<file path="src/rtl/csie_consts.svh">
/*
 * constants of the clock-source interrupt enable block: register offsets,
 * source bit positions, field positions and reset values.
 * assumes it is included by bare name, once or more, ahead of any user.
 */
`ifndef CSIE_CONSTS_SVH
`define CSIE_CONSTS_SVH

// ----------------------------------------------------------------------
// register byte offsets on the peripheral bus
// ----------------------------------------------------------------------
`define CSIE_ADDR_W                  12
`define CSIE_OFF_EN_CLR              12'h000
`define CSIE_OFF_EN_SET              12'h004
`define CSIE_OFF_FLAG                12'h008
`define CSIE_OFF_STATUS              12'h00c
`define CSIE_OFF_WPROT               12'h010

// ----------------------------------------------------------------------
// source bit positions, shared by enable, flag and status layouts
// ----------------------------------------------------------------------
`define CSIE_NUM_SRC                 12
`define CSIE_BIT_BROWNOUT_SYNC_READY 11
`define CSIE_BIT_BROWNOUT_DETECTION  10
`define CSIE_BIT_BROWNOUT_READY      9
`define CSIE_BIT_LOOP_REFCLK_STOPPED 8
`define CSIE_BIT_LOOP_COARSE_LOCK    7
`define CSIE_BIT_LOOP_FINE_LOCK      6
`define CSIE_BIT_LOOP_OUT_OF_BOUNDS  5
`define CSIE_BIT_LOOP_READY          4
`define CSIE_BIT_FAST_RC_READY       3
`define CSIE_BIT_SLOW_RC_READY       2
`define CSIE_BIT_SLOW_CRYSTAL_READY  1
`define CSIE_BIT_MAIN_CRYSTAL_READY  0

// ----------------------------------------------------------------------
// write-protect register field
// ----------------------------------------------------------------------
`define CSIE_BIT_WPROT_ON            0

// ----------------------------------------------------------------------
// reset values
// ----------------------------------------------------------------------
`define CSIE_EN_RESET                12'h000
`define CSIE_FLAG_RESET              12'h000
`define CSIE_WPROT_RESET             1'b0
`define CSIE_SYNC_RESET              1'b0
`define CSIE_RDATA_RESET             32'h0000_0000

`endif

</file>
<file path="src/rtl/csie_pkg.sv">
/*
 * types of the clock-source interrupt enable block.
 * assumes csie_consts.svh is on the include path.
 */
`include "csie_consts.svh"

package csie_pkg;

    // ------------------------------------------------------------------
    // one bit per interrupt source, bit 11 first
    // ------------------------------------------------------------------
    typedef struct packed {
        logic brownout_sync_ready;   // bit 11
        logic brownout_detection;    // bit 10
        logic brownout_ready;        // bit 9
        logic loop_refclk_stopped;   // bit 8
        logic loop_coarse_lock;      // bit 7
        logic loop_fine_lock;        // bit 6
        logic loop_out_of_bounds;    // bit 5
        logic loop_ready;            // bit 4
        logic fast_rc_ready;         // bit 3
        logic slow_rc_ready;         // bit 2
        logic slow_crystal_ready;    // bit 1
        logic main_crystal_ready;    // bit 0
    } csie_src_t;

    // ------------------------------------------------------------------
    // one-hot register select, latched in the apb setup cycle
    // ------------------------------------------------------------------
    typedef enum logic [5:0] {
        CSIE_SEL_NONE   = 6'b000001,
        CSIE_SEL_EN_CLR = 6'b000010,
        CSIE_SEL_EN_SET = 6'b000100,
        CSIE_SEL_FLAG   = 6'b001000,
        CSIE_SEL_STATUS = 6'b010000,
        CSIE_SEL_WPROT  = 6'b100000
    } csie_sel_t;

endpackage : csie_pkg

</file>
<file path="src/rtl/csie_sync.sv">
/*
 * two-flop synchroniser bank for the oscillator and brown-out status lines.
 * assumes each input bit changes slowly against clk; bits are independent.
 */
`timescale 1ns/1ps
`default_nettype none

module csie_sync #(
    parameter int W = 12                  // number of lines
) (
    input  wire logic         clk,        // bus clock
    input  wire logic         resetn,     // async reset, active low
    input  wire logic         ce,         // clock enable, freezes state
    input  wire logic [W-1:0] d_in,       // asynchronous lines
    output var  logic [W-1:0] q_out       // synchronised lines
);

    // ------------------------------------------------------------------
    // one pair of flops per line; the first is read by the second only
    // ------------------------------------------------------------------
    logic [W-1:0] meta_q;                 // first stage

    for (genvar i = 0; i < W; i++)
    begin : g_bit
        // two-stage capture of one line
        always_ff @(posedge clk or negedge resetn)
        begin
            if (!resetn)
            begin
                meta_q[i] <= `CSIE_SYNC_RESET;
                q_out[i]  <= `CSIE_SYNC_RESET;
            end
            else if (ce)
            begin
                meta_q[i] <= d_in[i];
                q_out[i]  <= meta_q[i];
            end
        end
    end

endmodule : csie_sync

`default_nettype wire

</file>
<file path="src/rtl/csie_top.sv">
/*
 * clock-source interrupt enable block: apb slave holding a shared enable
 * vector reached through write-one-to-set and write-one-to-clear views,
 * sticky interrupt flags raised on rising status lines, a write-protect
 * switch and one level interrupt output.
 * assumes an apb master on clk and status lines from other clock domains.
 */
// Chosen here: the APB interface to the registers.
`timescale 1ns/1ps
`default_nettype none

module csie_top
    import csie_pkg::*;
(
    input  wire logic                    clk,           // bus clock, 200 mhz
    input  wire logic                    resetn,        // async reset, active low
    input  wire logic                    ce,            // clock enable
    input  wire logic                    psel,          // apb select
    input  wire logic                    penable,       // apb access phase
    input  wire logic                    pwrite,        // apb direction
    input  wire logic [`CSIE_ADDR_W-1:0] paddr,         // apb byte address
    input  wire logic [31:0]             pwdata,        // apb write data
    input  wire logic [3:0]              pstrb,         // apb byte strobes
    output var  logic [31:0]             prdata,        // apb read data
    output var  logic                    pready,        // apb ready
    output var  logic                    pslverr,       // apb error
    input  wire csie_src_t               status_in,     // raw status lines
    output var  csie_src_t               src_req,       // per-source request
    output var  logic                    irq            // level interrupt
);

    // ------------------------------------------------------------------
    // local widths
    // ------------------------------------------------------------------
    localparam int N = `CSIE_NUM_SRC;                   // source count

    // ------------------------------------------------------------------
    // declarations
    // ------------------------------------------------------------------
    logic [N-1:0] en_q;                                 // shared enables
    logic [N-1:0] en_d;                                 // next enables
    logic [N-1:0] flag_q;                               // sticky flags
    logic [N-1:0] flag_d;                               // next flags
    logic [N-1:0] stat_sync;                            // synced status
    logic [N-1:0] stat_prev_q;                          // status last cycle
    logic [N-1:0] stat_rise;                            // rising edges
    logic         wprot_q;                              // protection on
    logic         wprot_d;                              // next protection
    csie_sel_t    sel_q;                                // latched select
    csie_sel_t    sel_dec;                              // decoded address
    logic         err_q;                                // latched error
    logic         err_dec;                              // error of request
    logic [N-1:0] wmask;                                // lanes as bit mask
    logic [N-1:0] wbits;                                // written ones
    logic         setup;                                // setup phase seen
    logic         access;                               // access completes
    logic         wr_ok;                                // write that acts
    logic [31:0]  rdata_dec;                            // read mux value
    logic [N-1:0] req_d;                                // next requests

    // ------------------------------------------------------------------
    // status synchroniser
    // ------------------------------------------------------------------
    csie_sync #(
        .W      (N)
    ) u_sync (
        .clk    (clk),
        .resetn (resetn),
        .ce     (ce),
        .d_in   (status_in),
        .q_out  (stat_sync)
    );

    // ------------------------------------------------------------------
    // status edge detection
    // ------------------------------------------------------------------
    // previous synced status, for zero-to-one detection
    always_ff @(posedge clk or negedge resetn)
    begin
        if (!resetn)
        begin
            stat_prev_q <= `CSIE_FLAG_RESET;
        end
        else if (ce)
        begin
            stat_prev_q <= stat_sync;
        end
    end

    // a flag source is a rise of its synced status line
    assign stat_rise = stat_sync & ~stat_prev_q;

    // ------------------------------------------------------------------
    // apb phase decode
    // ------------------------------------------------------------------
    // setup cycle: select without enable
    assign setup  = ce & psel & ~penable;
    // access completes at the edge where ready is seen high
    assign access = ce & psel & penable & pready;
    // only an access without error changes state
    assign wr_ok  = access & pwrite & ~err_q;

    // byte strobes widened to the twelve implemented bits
    assign wmask  = {{4{pstrb[1]}}, {8{pstrb[0]}}};
    // only written ones act; written zeros change nothing
    assign wbits  = pwdata[N-1:0] & wmask;

    // ------------------------------------------------------------------
    // address decode and error check
    // ------------------------------------------------------------------
    // map the byte address onto a one-hot select
    always_comb
    begin
        sel_dec = CSIE_SEL_NONE;
        case (paddr)
            `CSIE_OFF_EN_CLR: sel_dec = CSIE_SEL_EN_CLR;  // clear view
            `CSIE_OFF_EN_SET: sel_dec = CSIE_SEL_EN_SET;  // set view
            `CSIE_OFF_FLAG:   sel_dec = CSIE_SEL_FLAG;    // flags
            `CSIE_OFF_STATUS: sel_dec = CSIE_SEL_STATUS;  // status
            `CSIE_OFF_WPROT:  sel_dec = CSIE_SEL_WPROT;   // protection
            default:          sel_dec = CSIE_SEL_NONE;    // unmapped
        endcase
    end

    // unmapped address, or enable write while protected, is an error
    always_comb
    begin
        err_dec = 1'b0;
        case (sel_dec)
            CSIE_SEL_NONE:
            begin
                err_dec = 1'b1;                         // nothing here
            end
            CSIE_SEL_EN_CLR,
            CSIE_SEL_EN_SET:
            begin
                err_dec = pwrite & wprot_q;
            end
            default:
            begin
                err_dec = 1'b0;                         // always allowed
            end
        endcase
    end

    // ------------------------------------------------------------------
    // read data multiplexer
    // ------------------------------------------------------------------
    // both enable views read the same vector, upper bits zero
    always_comb
    begin
        rdata_dec = `CSIE_RDATA_RESET;
        case (sel_dec)
            CSIE_SEL_EN_CLR,
            CSIE_SEL_EN_SET:
            begin
                rdata_dec[N-1:0] = en_q;
            end
            CSIE_SEL_FLAG:
            begin
                rdata_dec[N-1:0] = flag_q;              // sticky flags
            end
            CSIE_SEL_STATUS:
            begin
                rdata_dec[N-1:0] = stat_sync;           // live status
            end
            CSIE_SEL_WPROT:
            begin
                rdata_dec[`CSIE_BIT_WPROT_ON] = wprot_q;  // switch state
            end
            default:
            begin
                rdata_dec = `CSIE_RDATA_RESET;          // unmapped reads 0
            end
        endcase
    end

    // ------------------------------------------------------------------
    // apb response registers
    // ------------------------------------------------------------------
    // ready rises for exactly the one access cycle after setup
    always_ff @(posedge clk or negedge resetn)
    begin
        if (!resetn)
        begin
            pready <= 1'b0;
        end
        else if (ce)
        begin
            pready <= setup;
        end
    end

    // select, error and read data are captured in the setup cycle
    always_ff @(posedge clk or negedge resetn)
    begin
        if (!resetn)
        begin
            sel_q   <= CSIE_SEL_NONE;
            err_q   <= 1'b0;
            pslverr <= 1'b0;
            prdata  <= `CSIE_RDATA_RESET;
        end
        else if (setup)
        begin
            sel_q   <= sel_dec;
            err_q   <= err_dec;
            pslverr <= err_dec;
            prdata  <= pwrite ? `CSIE_RDATA_RESET : rdata_dec;
        end
        else if (access)
        begin
            // drop the answer once the access has completed
            pslverr <= 1'b0;
            prdata  <= `CSIE_RDATA_RESET;
        end
    end

    // ------------------------------------------------------------------
    // enable vector
    // ------------------------------------------------------------------
    // bit layout follows the source struct, msb first
    // bits 11..8 brownout sync, detection, ready, refclk stopped
    // bits 7..4 coarse lock, fine lock, out of bounds, ready
    // bits 3..0 fast rc, slow rc, slow crystal, main crystal
    always_comb
    begin
        en_d = en_q;
        if (wr_ok)
        begin
            case (sel_q)
                CSIE_SEL_EN_SET:
                begin
                    en_d = en_q | wbits;
                end
                CSIE_SEL_EN_CLR:
                begin
                    en_d = en_q & ~wbits;
                end
                default:
                begin
                    en_d = en_q;                        // other registers
                end
            endcase
        end
    end

    // enable storage, all clear after reset
    always_ff @(posedge clk or negedge resetn)
    begin
        if (!resetn)
        begin
            en_q <= `CSIE_EN_RESET;
        end
        else if (ce)
        begin
            en_q <= en_d;
        end
    end

    // ------------------------------------------------------------------
    // sticky interrupt flags
    // ------------------------------------------------------------------
    // write one clears; a rise in the same cycle wins over the clear
    always_comb
    begin
        flag_d = flag_q;
        if (wr_ok && (sel_q == CSIE_SEL_FLAG))
        begin
            flag_d = flag_q & ~wbits;
        end
        flag_d = flag_d | stat_rise;
    end

    // flag storage
    always_ff @(posedge clk or negedge resetn)
    begin
        if (!resetn)
        begin
            flag_q <= `CSIE_FLAG_RESET;
        end
        else if (ce)
        begin
            flag_q <= flag_d;
        end
    end

    // ------------------------------------------------------------------
    // write-protect switch
    // ------------------------------------------------------------------
    // the switch itself is never protected, so it can always be undone
    always_comb
    begin
        wprot_d = wprot_q;
        if (wr_ok && (sel_q == CSIE_SEL_WPROT) && pstrb[0])
        begin
            wprot_d = pwdata[`CSIE_BIT_WPROT_ON];
        end
    end

    // protection storage, off after reset
    always_ff @(posedge clk or negedge resetn)
    begin
        if (!resetn)
        begin
            wprot_q <= `CSIE_WPROT_RESET;
        end
        else if (ce)
        begin
            wprot_q <= wprot_d;
        end
    end

    // ------------------------------------------------------------------
    // interrupt requests
    // ------------------------------------------------------------------
    // a source requests only while both its flag and enable are set
    assign req_d = flag_d & en_d;

    // registered per-source requests and their combined level
    always_ff @(posedge clk or negedge resetn)
    begin
        if (!resetn)
        begin
            src_req <= csie_src_t'(`CSIE_EN_RESET);
            irq     <= 1'b0;
        end
        else if (ce)
        begin
            src_req <= csie_src_t'(req_d);
            irq     <= |req_d;
        end
    end

endmodule : csie_top

`default_nettype wire

</file>
<file path="config.mk">
export PLATFORM = sky130hd
export DESIGN_NAME = csie_top
export DESIGN_NICKNAME = d
export VERILOG_FILES = /design/src/rtl/csie_pkg.sv /design/src/rtl/csie_sync.sv /design/src/rtl/csie_top.sv
export VERILOG_INCLUDE_DIRS = /design/src /design/src/rtl
export SDC_FILE = /design/constraint.sdc
export NUM_CORES = 1
export LEC_CHECK = 0
export CORE_MARGIN = 2
export CORE_UTILIZATION = 45
export DETAILED_ROUTE_END_ITERATION = 7
export DONT_BUFFER_PORTS = 1
export PLACE_DENSITY = 0.67
export SLEW_MARGIN = 0
export SYNTH_ARGS = -nofsm -noshare
export SYNTH_HDL_FRONTEND = slang
export SYNTH_SLANG_ARGS = --single-unit
</file>
<file path="constraint.sdc">
create_clock -name clk -period 2 [get_ports clk]
set_input_delay 0.2 -clock clk [delete_from_list [all_inputs] [get_ports clk]]
set_output_delay 0.2 -clock clk [all_outputs]
set_load 0.005 [all_outputs]
</file>
==> run metrics <==
status=finished, violations left; failing checks=negative hold slack, negative setup slack; area of the multi-input gates=0.00198 mm²; RSZ-0062 raised after global routing=true; Skew-Pair Late Insertion Delay=0.37 ns; number of buffers created by CTS=9; largest family of logic cells by synthesized area=compound AO/OA/AOI/OAI gates; CTS tree=built; number of inserted diodes=0; P_leak=2.54 nW; Die Span X=103 µm; Die Footprint=0.0106 mm²; Post-Synthesis Cells=407; vias in the first global route=3439; DP HPWL=6930 µm; Clock Skews=0.00890 ns; Worst Hold Class=input port to asynchronous set/reset pin; drt wl/cell=18.0 µm; Post-Syn Area=0.00439 mm²; Req. time, crit path=2.26 ns; P&R area growth vs syn=28.7%; GPL Wtd Cong=0.878; DRT Pass-1 Iters=4; initial antenna violation count=0; final instance area=0.00565 mm²; Adder-Cell Fraction of Synth Area=0%; PwrDens=684 mW/mm²; via count=3399; initial core utilization=45.7%; die height=103 µm; Overflow after GRT=0; crit share post-route=115%; post-synthesis xor/xnor area fraction=0%; EDFF count, synth=0; post-synth cell types=42; post-synthesis simple-gate area fraction=11.3%; largest net degree at the start of global routing=96; Row Count=36; FILL cells=764; Clock Tree Buf Depth=2; clk root buf=clkbuf_8; DRC=0; Top FF cell, synth=dfrtp_1; global-route wire length before repair=18200 µm; Core Box Area=0.00959 mm²; Worst EP arrival=2.57 ns; CP startpoint kind=register; register area share after synthesis=54.2%; Slew Limit Fails=0; critical path class=register to register; TNS Setup=-3.05 ns; I/O pin count=113; mux cell area share after synthesis=12.0%; # port buffers=0; register bit total from synthesis=95; Post-Syn Area per Cell=10.8 µm²; Critical Path Sink Type=register; post-route ant nets=0; synth warn=0; CTS sink cnt=95; Hold Worst Slack=-0.486 ns; Via density=5.41; max-cap violations=0; overall global routing resource usage=23.0%; ys async rst share=100%; Clk pin slew, worst setup/hold paths=0.09 ns; register area=0.00238 mm²; dpl cell area=0.00462 mm²; peak supply drop=0.491 mV; Max Clock Freq=434 MHz; crit-path max FO=6; Routed WL=11300 µm; Fin. Hold Viols=96; # setup viols final=13; compound-gate portion of the synthesized area=14.8%; final worst slack=-0.306 ns; # hold bufs at CTS=63; violation count after the first detailed-route iteration=176; H-tree depth=3; crit path time final=2.31 ns; share of layout cells above drive strength 1=24.8%; Nets=558
==> final cells by class <==
cell class | instances | area share, %
Sequential cell | 95 | 42.1
Multi-Input combinational cell | 276 | 35.1
Timing Repair Buffer | 94 | 15.4
Tap cell | 133 | 2.95
Clock buffer | 11 | 2.50
Inverter | 16 | 1.06
Clock inverter | 3 | 0.798
==> critical path: stages, from the launching register on <==
cell and delay [ns]:
dfrtp_1 0.38, or4b_4 0.61, or3_4 0.37, buf_4 0.19, o21ai_4 0.15, a22oi_2 0.12
buf_4 0.14, mux2_4 0.25
==> flip-flops by register name, indices dropped and copies added (netlist names), 6 cells and up <==
signal	cells
en_q	12
flag_q	12
prdata	12
sel_q	6
src_req	12
stat_prev_q	12
u_sync.meta_q	12
u_sync.q_out	12
==> kinds of logic (layout without fill, tap and decap cells) <==
kind of cell | count (synthesis) | after routing
multiplexers | 48 | 48
other | 1 | 20
AO/OA/AOI/OAI | 102 | 102
AND/OR/NAND/NOR | 105 | 106
buffers and inverters | 56 | 124
flip-flops | 95 | 95
==> timing repair <==
| action | CTS | global route |
|---|---|---|
| cloned | 2 | 0 |
| pin swaps | 5 | 1 |
| resized for setup | 27 | 12 |
| hold endpoints to repair | 157 | 97 |
| setup buffers | 1 | 0 |
| endpoints found under the setup margin | 14 | 16 |
==> through the flow <==
| stage | utilization, % | cells | setup WS [ns] | hold slack [ns] | total power, W |
|---|---|---|---|---|---|
| floorplan | - | 426 | -0.145 | -0.0956 | 0.00240 |
| global placement | 48.2 | 548 | -0.327 | -0.0933 | 0.00240 |
| detailed placement | 48.2 | 548 | -0.397 | -0.0924 | 0.00242 |
| CTS | 58.1 | 628 | -0.285 | -0.497 | 0.00386 |
| global route | 58.9 | 628 | -0.356 | -0.505 | 0.00402 |
| finish | 58.9 | 628 | -0.306 | -0.486 | 0.00386 |
==> cells in the mapped netlist, types with 2 or more instances <==
cell | instances | area share, %
nand3_1 | 12 | 1.4
o21ai_0 | 32 | 3.7
and4_1 | 2 | 0.40
buf_6 | 5 | 1.3
a31oi_1 | 3 | 0.43
nand4_1 | 3 | 0.43
dfrtp_1 | 94 | 54
or3_1 | 2 | 0.29
nand2_1 | 50 | 4.3
buf_4 | 21 | 3.6
a21boi_1 | 2 | 0.34
clkbuf_1 | 12 | 1.0
o21ai_1 | 12 | 1.4
nor2_1 | 18 | 1.5
mux2i_1 | 12 | 2.7
a22o_1 | 13 | 2.6
a32o_1 | 2 | 0.46
a21oi_1 | 14 | 1.6
o31ai_1 | 2 | 0.34
a22oi_1 | 10 | 1.7
or4b_1 | 2 | 0.46
nor4_1 | 5 | 0.71
and2_1 | 2 | 0.29
o41ai_1 | 3 | 0.60
inv_1 | 16 | 1.4
nor3_1 | 2 | 0.23
a21o_1 | 2 | 0.34
mux2_2 | 36 | 9.2
o21ai_2 | 5 | 1.0
==> layer usage <==
layer  GRT usage (%)  vias to the layer above  wire length, µm  part of all wire, %
met2            36.8                      124             5490                   49
li1                -                     1577                -                    -
met4            9.21                        0              238                  2.1
met1            30.3                     1678             4640                   41
met5               0                        -                0                    0
met3            5.97                       20              936                  8.3
==> where the power goes <==
group / internal [W] / switching, W / leakage [nW]
registers: 0.00203 / 0.0000869 / 1.16
logic: 0.000301 / 0.000183 / 1.29
clock network: 0.000599 / 0.000659 / 0.0875
total: 0.00293 / 0.000929 / 2.54
==> placed cells by master (no fill, tap or decap), drive strengths merged, types with 2 or more instances in the layout <==
master and instances:
mux2 36, o31ai 2, nor2 18, dlygate4sd3 63, and4 2, conb 20
clkbuf 11, nand3 12, a21o 2, nand2 50, or4b 3, nor3 2
mux2i 12, a21boi 2, a22oi 10, o41ai 3, clkinvlp 2, o21ai 49
or3 3, dfrtp 94, nand4 3, a31oi 3, a21oi 14, a22o 13
nor4 5, a32o 2, and2 2, inv 16, buf 31
==> worst paths after layout <==
path | slack (ns) | startpoint | cells past startpoint | end
min in group clk | 0 | ce | 1 | src_req[11]
max | -0.31 | sel_q[4] | 7 | src_req[3]
min reg2reg | 0.46 | stat_prev_q[10] | 1 | flag_q[10]
max reg2reg | -0.31 | sel_q[4] | 7 | src_req[3]
min | -0.49 | resetn | 0 | prdata[5]
max in group asynchronous | 2.29 | resetn | 0 | sel_q[0]
Power figures use the tool's default switching activity.
